### src/logic/fpec_defines.vh
// Program/erase control constants: offsets, fields, reset values, sizes.
`ifndef FPEC_DEFINES_VH
`define FPEC_DEFINES_VH
// Register byte offsets.
`define FPEC_OFS_CTRL1 12'h000
`define FPEC_OFS_CTRL2 12'h004
`define FPEC_OFS_EBS1 12'h008
`define FPEC_OFS_EBS2 12'h00C
`define FPEC_OFS_OVL 12'h010
`define FPEC_OFS_STAT 12'h014
// Fields of flash_ctrl_reg_first.
`define FPEC_C1_PROG 0
`define FPEC_C1_ERASE 1
`define FPEC_C1_PV 2
`define FPEC_C1_EV 3
`define FPEC_C1_UNLOCK 6
`define FPEC_C1_W 7
// Field of flash_ctrl_reg_second.
`define FPEC_C2_ERR 7
// Field of ram_overlay_reg.
`define FPEC_OVL_ACT 3
// Reset values.
`define FPEC_RST_BYTE 8'h00
// Page latch size and start alignment.
`define FPEC_PAGE_BYTES 128
`define FPEC_PAGE_ABITS 7
`define FPEC_ERASED_BYTE 8'hFF
// Status register fields.
`define FPEC_ST_PROG 0
`define FPEC_ST_ERASE 1
`define FPEC_ST_PV 2
`define FPEC_ST_EV 3
`define FPEC_ST_LOCKED 4
`define FPEC_ST_IRQBLK 5
`define FPEC_ST_CNT 6
`endif

### src/logic/fpec_ctrl.v
// Flash program/erase controller: AXI4-Lite registers and protection.
`timescale 1ns/1ns
`default_nettype none
`include "fpec_defines.vh"
module fpec_ctrl #(
	parameter PAGE_AW = `FPEC_PAGE_ABITS
) (
	// Clock and resets.
	input wire aclk,
	input wire aresetn,
	input wire por_n,
	// AXI4-Lite write address and data.
	input wire [11:0] s_axi_awaddr,
	input wire s_axi_awvalid,
	output reg s_axi_awready,
	input wire [31:0] s_axi_wdata,
	input wire [3:0] s_axi_wstrb,
	input wire s_axi_wvalid,
	output reg s_axi_wready,
	// AXI4-Lite write response.
	output reg [1:0] s_axi_bresp,
	output reg s_axi_bvalid,
	input wire s_axi_bready,
	// AXI4-Lite read.
	input wire [11:0] s_axi_araddr,
	input wire s_axi_arvalid,
	output reg s_axi_arready,
	output reg [31:0] s_axi_rdata,
	output reg [1:0] s_axi_rresp,
	output reg s_axi_rvalid,
	input wire s_axi_rready,
	// Pins.
	input wire write_protect_pin,
	// System status from the CPU side, same clock.
	input wire standby,
	input wire boot_running,
	input wire flash_read,
	input wire exception_taken,
	input wire sleep_exec,
	// Flash array side: page writes and verify reads.
	input wire flash_wr,
	input wire [17:0] flash_wr_addr,
	input wire [7:0] flash_wr_data,
	input wire [PAGE_AW-1:0] latch_rd_addr,
	output reg [7:0] latch_rd_data,
	output reg [17:0] page_base,
	// Array controls.
	output reg prog_active,
	output reg erase_active,
	output reg [15:0] erase_blocks,
	output reg pverify_mode,
	output reg everify_mode,
	output reg verify_dummy_seen,
	output reg irq_block
);
	reg [7:0] ctrl1_reg;
	reg [7:0] ebs1_reg;
	reg [7:0] ebs2_reg;
	reg [7:0] ovl_reg;
	reg err_reg;
	reg [7:0] page_cnt_reg;
	reg aw_hold_reg;
	reg w_hold_reg;
	reg [11:0] awaddr_reg;
	reg [31:0] wdata_reg;
	reg [3:0] wstrb_reg;
	wire wp_sync;
	wire [7:0] mem_rd;
	wire hw_protect;
	wire err_event;
	wire prog_allow;
	wire erase_allow;
	wire do_write;
	wire addr_ok;
	reg [31:0] rd_mux;
	reg rd_ok;

	// The write-protect pin arrives from outside the clock domain.
	fpec_sync #(
		.W(1)
	) u_wp_sync (
		.aclk(aclk),
		.d_in(write_protect_pin),
		.q_out(wp_sync)
	);

	// Page latch storage; verify dummy writes must not disturb its bytes.
	fpec_page_mem #(
		.DEPTH(`FPEC_PAGE_BYTES),
		.AW(PAGE_AW)
	) u_page (
		.aclk(aclk),
		.wr_en(flash_wr & ~ctrl1_reg[`FPEC_C1_PV] &
			~ctrl1_reg[`FPEC_C1_EV]),
		.wr_addr(flash_wr_addr[PAGE_AW-1:0]),
		.wr_data(flash_wr_data),
		.rd_addr(latch_rd_addr),
		.rd_data(mem_rd)
	);

	assign hw_protect = wp_sync | standby;
	assign err_event = (prog_active | erase_active) &
		(flash_read | exception_taken | sleep_exec);
	assign prog_allow = ctrl1_reg[`FPEC_C1_PROG] &
		ctrl1_reg[`FPEC_C1_UNLOCK] & ~ovl_reg[`FPEC_OVL_ACT] &
		~err_reg & ~err_event & ~hw_protect;
	assign erase_allow = ctrl1_reg[`FPEC_C1_ERASE] &
		ctrl1_reg[`FPEC_C1_UNLOCK] & ~ovl_reg[`FPEC_OVL_ACT] &
		~err_reg & ~err_event & ~hw_protect &
		((ebs1_reg | ebs2_reg) != 8'h00);

	assign do_write = aw_hold_reg & w_hold_reg & ~s_axi_bvalid;
	assign addr_ok = (awaddr_reg[1:0] == 2'b00) &&
		(awaddr_reg <= `FPEC_OFS_STAT);

	// Write channel capture: address and data taken in either order.
	always @(posedge aclk)
	begin
		if (!aresetn)
		begin
			aw_hold_reg <= 1'b0;
			w_hold_reg <= 1'b0;
			awaddr_reg <= 12'h000;
			wdata_reg <= 32'h0000_0000;
			wstrb_reg <= 4'h0;
			s_axi_awready <= 1'b0;
			s_axi_wready <= 1'b0;
			s_axi_bvalid <= 1'b0;
			s_axi_bresp <= 2'b00;
		end
		else
		begin
			s_axi_awready <= ~aw_hold_reg & ~s_axi_awready;
			s_axi_wready <= ~w_hold_reg & ~s_axi_wready;
			if (s_axi_awvalid & s_axi_awready)
			begin
				aw_hold_reg <= 1'b1;
				awaddr_reg <= s_axi_awaddr;
				s_axi_awready <= 1'b0;
			end
			if (s_axi_wvalid & s_axi_wready)
			begin
				w_hold_reg <= 1'b1;
				wdata_reg <= s_axi_wdata;
				wstrb_reg <= s_axi_wstrb;
				s_axi_wready <= 1'b0;
			end
			if (do_write)
			begin
				s_axi_bvalid <= 1'b1;
				s_axi_bresp <= addr_ok ? 2'b00 : 2'b10;
			end
			else if (s_axi_bvalid & s_axi_bready)
			begin
				s_axi_bvalid <= 1'b0;
				aw_hold_reg <= 1'b0;
				w_hold_reg <= 1'b0;
			end
		end
	end

	// Control registers; the clear terms come first so protection wins.
	always @(posedge aclk)
	begin
		if (!aresetn || hw_protect)
		begin
			ctrl1_reg <= `FPEC_RST_BYTE;
			ebs1_reg <= `FPEC_RST_BYTE;
			ebs2_reg <= `FPEC_RST_BYTE;
			if (!aresetn)
				ovl_reg <= `FPEC_RST_BYTE;
		end
		else if (do_write && addr_ok && wstrb_reg[0])
		begin
			case (awaddr_reg)
				`FPEC_OFS_CTRL1: ctrl1_reg <= wdata_reg[7:0];
				`FPEC_OFS_EBS1: ebs1_reg <= wdata_reg[7:0];
				`FPEC_OFS_EBS2: ebs2_reg <= wdata_reg[7:0];
				`FPEC_OFS_OVL: ovl_reg <= wdata_reg[7:0];
				default: ;
			endcase
		end
	end

	// Error flag survives every reset but power-on, whose clear has priority.
	always @(posedge aclk)
	begin
		if (!por_n)
			err_reg <= 1'b0;
		else if (err_event)
			err_reg <= 1'b1;
	end

	// Array drive, registered; program and erase run only when allowed, and never together.
	always @(posedge aclk)
	begin
		if (!aresetn)
		begin
			prog_active <= 1'b0;
			erase_active <= 1'b0;
			erase_blocks <= 16'h0000;
			pverify_mode <= 1'b0;
			everify_mode <= 1'b0;
			irq_block <= 1'b0;
		end
		else
		begin
			prog_active <= prog_allow & ~erase_allow;
			erase_active <= erase_allow & ~prog_allow;
			erase_blocks <= erase_allow ? {ebs2_reg, ebs1_reg} : 16'h0000;
			pverify_mode <= ctrl1_reg[`FPEC_C1_PV] &
				ctrl1_reg[`FPEC_C1_UNLOCK] & ~hw_protect;
			everify_mode <= ctrl1_reg[`FPEC_C1_EV] &
				ctrl1_reg[`FPEC_C1_UNLOCK] & ~hw_protect;
			irq_block <= prog_allow | erase_allow | boot_running;
		end
	end

	// Page latch address and byte count; a verify dummy write is noted.
	always @(posedge aclk)
	begin
		if (!aresetn)
		begin
			page_base <= 18'h0_0000;
			page_cnt_reg <= 8'h00;
			verify_dummy_seen <= 1'b0;
			latch_rd_data <= 8'h00;
		end
		else
		begin
			latch_rd_data <= mem_rd;
			if (flash_wr && (ctrl1_reg[`FPEC_C1_PV] |
				ctrl1_reg[`FPEC_C1_EV]))
			begin
				verify_dummy_seen <= (flash_wr_data == `FPEC_ERASED_BYTE);
				page_base <= flash_wr_addr;
			end
			else if (flash_wr)
			begin
				if (flash_wr_addr[PAGE_AW-1:0] == {PAGE_AW{1'b0}})
				begin
					page_base <= {flash_wr_addr[17:PAGE_AW],
						{PAGE_AW{1'b0}}};
					page_cnt_reg <= 8'h01;
				end
				else if (page_cnt_reg != 8'hFF)
					page_cnt_reg <= page_cnt_reg + 8'h01;
			end
			if (!ctrl1_reg[`FPEC_C1_PV] && !ctrl1_reg[`FPEC_C1_EV])
				verify_dummy_seen <= verify_dummy_seen & ~flash_wr;
		end
	end

	// Read multiplexer; unmapped offsets answer with a slave error.
	always @*
	begin
		rd_ok = 1'b1;
		rd_mux = 32'h0000_0000;
		case (s_axi_araddr)
			`FPEC_OFS_CTRL1: rd_mux[7:0] = ctrl1_reg;
			`FPEC_OFS_CTRL2: rd_mux[`FPEC_C2_ERR] = err_reg;
			`FPEC_OFS_EBS1: rd_mux[7:0] = ebs1_reg;
			`FPEC_OFS_EBS2: rd_mux[7:0] = ebs2_reg;
			`FPEC_OFS_OVL: rd_mux[7:0] = ovl_reg;
			`FPEC_OFS_STAT:
			begin
				rd_mux[`FPEC_ST_PROG] = prog_active;
				rd_mux[`FPEC_ST_ERASE] = erase_active;
				rd_mux[`FPEC_ST_PV] = pverify_mode;
				rd_mux[`FPEC_ST_EV] = everify_mode;
				rd_mux[`FPEC_ST_LOCKED] = err_reg | hw_protect;
				rd_mux[`FPEC_ST_IRQBLK] = irq_block;
				rd_mux[`FPEC_ST_CNT+7:`FPEC_ST_CNT] = page_cnt_reg;
			end
			default: rd_ok = 1'b0;
		endcase
	end

	// Read channel: one cycle to accept, data held until taken.
	always @(posedge aclk)
	begin
		if (!aresetn)
		begin
			s_axi_arready <= 1'b0;
			s_axi_rvalid <= 1'b0;
			s_axi_rdata <= 32'h0000_0000;
			s_axi_rresp <= 2'b00;
		end
		else
		begin
			s_axi_arready <= ~s_axi_rvalid & ~s_axi_arready;
			if (s_axi_arvalid & s_axi_arready)
			begin
				s_axi_arready <= 1'b0;
				s_axi_rvalid <= 1'b1;
				s_axi_rdata <= rd_mux;
				s_axi_rresp <= rd_ok ? 2'b00 : 2'b10;
			end
			else if (s_axi_rvalid & s_axi_rready)
				s_axi_rvalid <= 1'b0;
		end
	end
endmodule // fpec_ctrl
`default_nettype wire

### src/logic/fpec_page_mem.v
// Page latch memory for the bytes of one programming unit.
`timescale 1ns/1ns
`default_nettype none
module fpec_page_mem #(
	parameter DEPTH = 128,
	parameter AW = 7
) (
	// Clock.
	input wire aclk,
	// Write port.
	input wire wr_en,
	input wire [AW-1:0] wr_addr,
	input wire [7:0] wr_data,
	// Registered read port.
	input wire [AW-1:0] rd_addr,
	output reg [7:0] rd_data
);
	reg [7:0] mem [0:DEPTH-1];

	// Read data comes out of a register so it can map onto block RAM.
	always @(posedge aclk)
	begin
		if (wr_en)
			mem[wr_addr] <= wr_data;
		rd_data <= mem[rd_addr];
	end
endmodule // fpec_page_mem
`default_nettype wire

### src/logic/fpec_sync.v
// Two-flip-flop synchroniser for asynchronous pins.
`timescale 1ns/1ns
`default_nettype none
module fpec_sync #(
	parameter W = 1
) (
	// Clock.
	input wire aclk,
	// Asynchronous input and synchronised output.
	input wire [W-1:0] d_in,
	output reg [W-1:0] q_out
);
	reg [W-1:0] meta_reg;

	// First stage feeds only the second stage, to contain metastability.
	always @(posedge aclk)
	begin
		meta_reg <= d_in;
		q_out <= meta_reg;
	end
endmodule // fpec_sync
`default_nettype wire

### config.mk
export PLATFORM = sky130hd
export DESIGN_NAME = fpec_ctrl
export DESIGN_NICKNAME = d
export VERILOG_FILES = /design/src/logic/fpec_ctrl.v /design/src/logic/fpec_page_mem.v /design/src/logic/fpec_sync.v
export VERILOG_INCLUDE_DIRS = /design/src /design/src/logic
export SDC_FILE = /design/constraint.sdc
export NUM_CORES = 1
export LEC_CHECK = 0
export BUFFER_PORTS_ARGS = -buffer_cell sky130_fd_sc_hd__buf_2
export CAP_MARGIN = 25
export CORE_ASPECT_RATIO = 0.75
export CORE_MARGIN = 2
export CORE_UTILIZATION = 60
export CTS_CLUSTER_DIAMETER = 200
export CTS_CLUSTER_SIZE = 14
export DETAILED_ROUTE_END_ITERATION = 7
export PLACE_DENSITY = 0.78
export SETUP_SLACK_MARGIN = 0.1
export SYNTH_ARGS = -nofsm -noshare
export SYNTH_HDL_FRONTEND = slang
export SYNTH_HIERARCHICAL = 1
export SYNTH_SLANG_ARGS = --single-unit
### constraint.sdc
create_clock -name aclk -period 3.8 [get_ports aclk]
set_clock_uncertainty 0.05 [all_clocks]
set_input_delay 0.19 -clock aclk [delete_from_list [all_inputs] [get_ports aclk]]
set_output_delay 0.19 -clock aclk [all_outputs]
set_load 0.1 [all_outputs]
Word level (Yosys, flattened, before mapping)
Memories as Yosys holds them, arrays and structs flattened. A register that Yosys moved wholly into a read port is not among the register bits.
Cells that the tools add are included.
{"block": "totals", "in_bits": 108, "mem_bits_rw": 1024, "latchBits": 0, "wordCells": 164, "out_inout_bits": 89, "mem_count": 1, "register_bits": 137, "rom_bits": 0}
{"block": "op_classes", "muxes": 29, "multipliers": 0, "add_sub_neg": 1, "shifts": 0, "magnitude_cmp": 1, "n_bitwise": 58, "div": 0, "n_reduce_logical": 33, "eq_ne": 11}
{"name": "u_page.mem", "words": 128, "word_bits": 8, "read_ports": 1, "rd_clocked_by_memory_dff": 1, "wr": 1, "line": "fpec_page_mem.v:18", "text": "reg [7:0] mem [0:DEPTH-1];"}
{"cell": "2-to-1 mux 18 bit", "count": 3}
{"cell": "equality test 12 x 4 -> 1 bit, second input constant", "count": 4}
{"cell": "2-to-1 mux 8 bit", "count": 6}
{"cell": "equality test 12 x 5 -> 1 bit, second input constant", "count": 3}
{"cell": "one-hot mux 7 bit (5 select lines)", "count": 1}
{"cell": "AND 1 bit", "count": 31}
{"cell": "logical NOT 12 bit", "count": 2}
{"cell": "inverter 1 bit", "count": 18}
{"cell": "nonzero test 2 bit", "count": 8}
{"cell": "2-to-1 mux 1 bit", "count": 15}
{"cell": "equality test 12 x 3 -> 1 bit, second input constant", "count": 1}
{"cell": "less-or-equal comparator 12 x 5 -> 1 bit, second input constant", "count": 1}
{"cell": "AND reduction 2 bit", "count": 5}
{"cell": "adder 8 x 1 -> 8 bit, second input constant", "count": 1}
{"cell": "equality test 8 bit, second input constant", "count": 1}
{"cell": "inequality test 8 bit, second input constant", "count": 1}
{"cell": "bitwise OR 1 bit", "count": 8}
{"cell": "bitwise OR 8 bit", "count": 1}
{"cell": "nonzero test 8 bit", "count": 1}
{"cell": "logical NOT 7 bit", "count": 1}
{"cell": "2-to-1 mux 6 bit", "count": 1}
{"cell": "one-hot mux 1 bit (6 select lines)", "count": 1}
{"cell": "AND reduction 3 bit", "count": 2}
{"cell": "OR reduction 2 bit", "count": 3}
{"cell": "other kinds (7)", "count": 14}

Logic depth before layout (Yosys ltp)
{"block": "logic_depth", "word_depth": 9, "depth_mapped": 8, "ltp_nobuf": 6}

Modules after synthesis
The synthesis kept the hierarchy.
{"mod": "fpec_page_mem", "instances": 1, "area_each_um2": 39665.5, "seq_area_each_um2": 30909.6, "cells_per_inst": 1635}
{"mod": "fpec_ctrl", "instances": 1, "area_each_um2": 5258.8, "seq_area_each_um2": 2742.6, "cells_per_inst": 554}
{"mod": "fpec_sync", "instances": 1, "area_each_um2": 40.0, "seq_area_each_um2": 40.0, "cells_per_inst": 2}

Worst setup path before layout
OpenSTA, ideal clock, no wires.
{"block": "synth_timing", "path_type": "input -> register", "start": "input port latch_rd_addr[0]", "end": "register u_page.rd_data[0], read port of u_page.mem", "t_arrival_ns": 2.573, "required_ns": 3.629, "path_buffers": 2, "setup_time_ns": 0.121, "path_stages": 6, "slack_ns": 1.056, "path_cell_list": "clkbuf_1 > buf_1 > mux4_2 > mux4_2 > mux4_2 > mux2_2"}
{"element": "start: declaration", "line": "fpec_ctrl.v:44", "text": "input wire [PAGE_AW-1:0] latch_rd_addr,"}
{"element": "end: declaration", "line": "fpec_page_mem.v:16", "text": "output reg [7:0] rd_data"}

Worst setup path in the final report
{"block": "layout_timing", "start": "input port s_axi_araddr[8]", "end": "register s_axi_rresp[1]"}
{"block": "layout_between", "elab_chain_cells": 4, "elab_cells_between_ends": 9, "cone_classes": "eq/ne (5); mux (2); reduce/logical (2)"}
{"element": "start: declaration", "line": "fpec_ctrl.v:25", "text": "input wire [11:0] s_axi_araddr,"}
{"element": "equality test 12 x 5 -> 1 bit, or another cell as far along", "line": "fpec_ctrl.v:259", "text": "case (s_axi_araddr)"}
{"element": "OR reduction 6 bit (no source line) *"}
{"element": "2-to-1 mux 1 bit *", "line": "fpec_ctrl.v:259"}
{"element": "2-to-1 mux 2 bit *", "line": "fpec_ctrl.v:297", "text": "s_axi_rresp <= rd_ok ? 2'b00 : 2'b10;"}
{"element": "end signal: assignment", "line": "fpec_ctrl.v:297"}
{"element": "end: declaration", "line": "fpec_ctrl.v:29", "text": "output reg [1:0] s_axi_rresp,"}
Mark *: on every way between the ends. The rest lies on a longest branch, timed or not.
A chain may end at the register's enable or synchronous reset.

==> results.json <==
{
  "cp.required_ns": 4.33,
  "whs_path_depth": 1,
  "routedWlPerCell_um": 30.42,
  "place.detailed.hpwl_um": 64440,
  "yosys.area.top_type": "edfxtp_1",
  "post-route-drc-count": 0,
  "cp_cell_sequence": "dlygate4sd3_1, buf_2, nor4_1, dlygate4sd3_1, nand3_1, a211oi_1, dlygate4sd3_1, nor2_1, dlygate4sd3_1",
  "worst_pin_slew_ns": 1.025,
  "drt_iter0_drc": 3697,
  "largest_register": "u_page/mem",
  "synthCells": 2191,
  "slew_headroom_pct": 31.45,
  "antenna_found_initial": 8,
  "ys_async_sr_fraction_pct": 0,
  "h-tree-depth": 3,
  "finalNonFillerCells": 3511,
  "cts_sinks": 1167,
  "met1_usage_pct": 41.50,
  "yosysSeqAreaShare_pct": 74.93,
  "max-clock-path-buffers": 3,
  "grt_pass1_wl_um": 156300,
  "synth_area_leaders": "edfxtp_1 69%, mux4_2 17%, dfxtp_1 6.0%",
  "cp_max_fo": 4,
  "worstReg2RegEnd": "u_page/mem[122][2]$_DFFE_PP_",
  "cts_setup_buffers": 0,
  "worstSetupPathType": "input pin to flop",
  "reg2reg_depth": 7,
  "ys.flop_type": "edfxtp_1",
  "finish.net_count": 2607,
  "hold_class": "input pin to flop",
  "avgViaCountPerCell": 6.696,
  "clock_latency_ns": 0.69,
  "first_pass_iters": 8,
  "cts_tree": "done",
  "die_area_um2": 77170,
  "initial_core_util_pct": 60.91,
  "gp_congestion": 0.8674,
  "setup_viol": 0,
  "period_needed_ns": 3.031,
  "cp.arrival_ns": 3.56,
  "p_leak_nw": 16.60,
  "start_kind": "input pin",
  "critPathSlowestCell": "dlygate4sd3_1",
  "run_status": "completed",
  "placed_cell_area_um2": 47340,
  "largest_reg_flops": 1024,
  "grt_usage_pct": 28.09,
  "vdd_drop_max_uv": 427.0,
  "use_met3_pct": 6.008,
  "rows": 86,
  "synthMostInstantiatedCell": "edfxtp_1",
  "yosys_warnings": 6,
  "portBuffers": 149,
  "synthTopCellsByCount": "1032 x edfxtp_1, 336 x mux4_2, 152 x nor2_1",
  "final_antenna_net_count": 0,
  "synth_top_area_share_pct": 68.92,
  "synth_edf_count": 1032,
  "area_growth_pct": 12.85,
  "grt_remaining_overflow": 0,
  "reg_top3": "u_page/mem x1024, page_base x18, erase_blocks x16",
  "max_freq_mhz": 329.9,
  "crit_path_max_incr_delay_ns": 0.68,
  "worstHoldEndpoint": "u_page/mem[70][2]$_DFFE_PP_",
  "cts-root-buf": "clkbuf_16",
  "drv_cap": 0,
  "worst-r2r-setup-slack_ns": 0.82,
  "slew_viol_final": 0,
  "fp.coreArea_um2": 73820,
  "hold_viol": 0,
  "syn_avg_cell_area_um2": 20.52,
  "fillers": 4315,
  "crit_path_end_kind": "flop",
  "critPathMostFrequentCell": "dlygate4sd3_1",
  "clk_pin_slew_ns": 0.08,
  "dp_cells": 3294,
  "via_count": 23510,
  "die_x_um": 320.1,
  "final_area_um2": 50740,
  "ys_seq_elements": 1167,
  "cts_buffers": 93,
  "reg2reg_from": "ctrl1_reg[2]$_SDFFE_PP0P_",
  "grt_pass1_vias": 23350,
  "synth_cell_types": 54,
  "io-pin-count": 197,
  "rsz0062_at_grt": "false",
  "finish.utilization_pct": 68.74,
  "drive_above_1_share_pct": 28.36,
  "grt_util_met2_pct": 43.42,
  "netlist_area_um2": 44960,
  "powerDensity_nw_per_um2": 484.9,
  "hold_start": "flash_wr_data[2]",
  "totalWireLength_um": 106800,
  "grt_max_degree": 86,
  "finalSetupTns_ns": 0,
  "die_height_um": 241.1,
  "busiest_layer": "met2",
  "finalCritPeriodShare_pct": 79.76
}
## worst max path at each step
stage	start	endpoint	depth (start not counted)
2_1_floorplan	latch_rd_addr[0]	u_page/rd_data[0]$_DFF_P_	6
3_3_place_gp	latch_rd_addr[0]	u_page/rd_data[2]$_DFF_P_	6
3_5_place_dp	latch_rd_addr[0]	u_page/rd_data[2]$_DFF_P_	6
4_1_cts	ctrl1_reg[2]$_SDFFE_PP0P_	u_page/mem[122][2]$_DFFE_PP_	7
6_report	s_axi_araddr[8]	s_axi_rresp[1]$_SDFFE_PN0P_	9
5_1_grt	s_axi_araddr[8]	s_axi_rresp[1]$_SDFFE_PN0P_	9
## cell usage in the layout (no fill, tap or decap), drive strengths merged, types with 2 or more instances in the layout
cell type,count
inv,17
and2,11
or4,2
and3,20
mux2i,42
nand3,16
conb,20
buf,257
nand2b,3
a41oi,2
or3,4
nand4,17
a22oi,15
nand2,103
o21ai,15
nor2b,9
dfxtp,135
nor3,20
a21oi,46
clkinv,3
nor2,152
o32a,2
o22a,6
mux4,336
a211oi,2
and3b,2
clkbuf,131
nor4,9
a31oi,4
edfxtp,1032
mux2,17
dlygate4sd3,74
o21a,5
## critical path, delay by kind of cell
family	cells	cell delay, ns
AO/OA/AOI/OAI	1	0.20
buffers and inverters	5	2.51
AND/OR/NAND/NOR	3	0.65
## per-stage QoR
stage	power [mW]	hold slack, ns	setup WS (ns)
floorplan	15.29	0.1677	1.056
global placement	15.85	0.2487	0.6539
detailed placement	15.88	0.2528	0.6371
CTS	24.67	0.01230	0.9123
global route	25.22	0.04785	0.6288
finish	24.60	0.03468	0.7692
## cell families after synthesis
kind of cell / after synthesis / share of synthesized area [%]
compound gates: 102 / 1.408
fa+ha+maj: 1 / 0.02782
buf+inv: 150 / 1.592
flops: 1167 / 74.93
mux: 395 / 18.19
other cells: 1 / 0.008340
simple gates: 375 / 3.843
## what timing repair did
item	4_1_cts	5_1_grt
gates resized for setup	0	0
hold buffers	74	0
endpoints found under the hold margin	115	0
## per-layer routing
metal / vias to the layer above / wire (µm)
met5: - / 50
met4: 8 / 3085
met3: 262 / 11250
met2: 1446 / 50850
met1: 12260 / 41590
li1: 9537 / -
## power by group
part	leakage, nW	switching, mW	total, mW	internal, mW
registers	10.4	0.0413	14.1	14.0
logic	4.95	1.05	1.64	0.591
clock network	1.26	4.36	8.91	4.55
total	16.6	5.45	24.6	19.2
## area by class of cell
class | count | area [µm²] | share of cell area (%)
flip-flops and latches | 1167 | 33690 | 66.40
well taps | 968 | 1211 | 2.387
inverters | 12 | 45.04 | 0.08877
clock buffers | 131 | 2470 | 4.867
multi-input cells | 893 | 10640 | 20.97
diodes | 1 | 2.502 | 0.004932
clock inverters | 8 | 160.2 | 0.3156
repair buffers | 331 | 2522 | 4.971
Power figures use the tool's default switching activity.
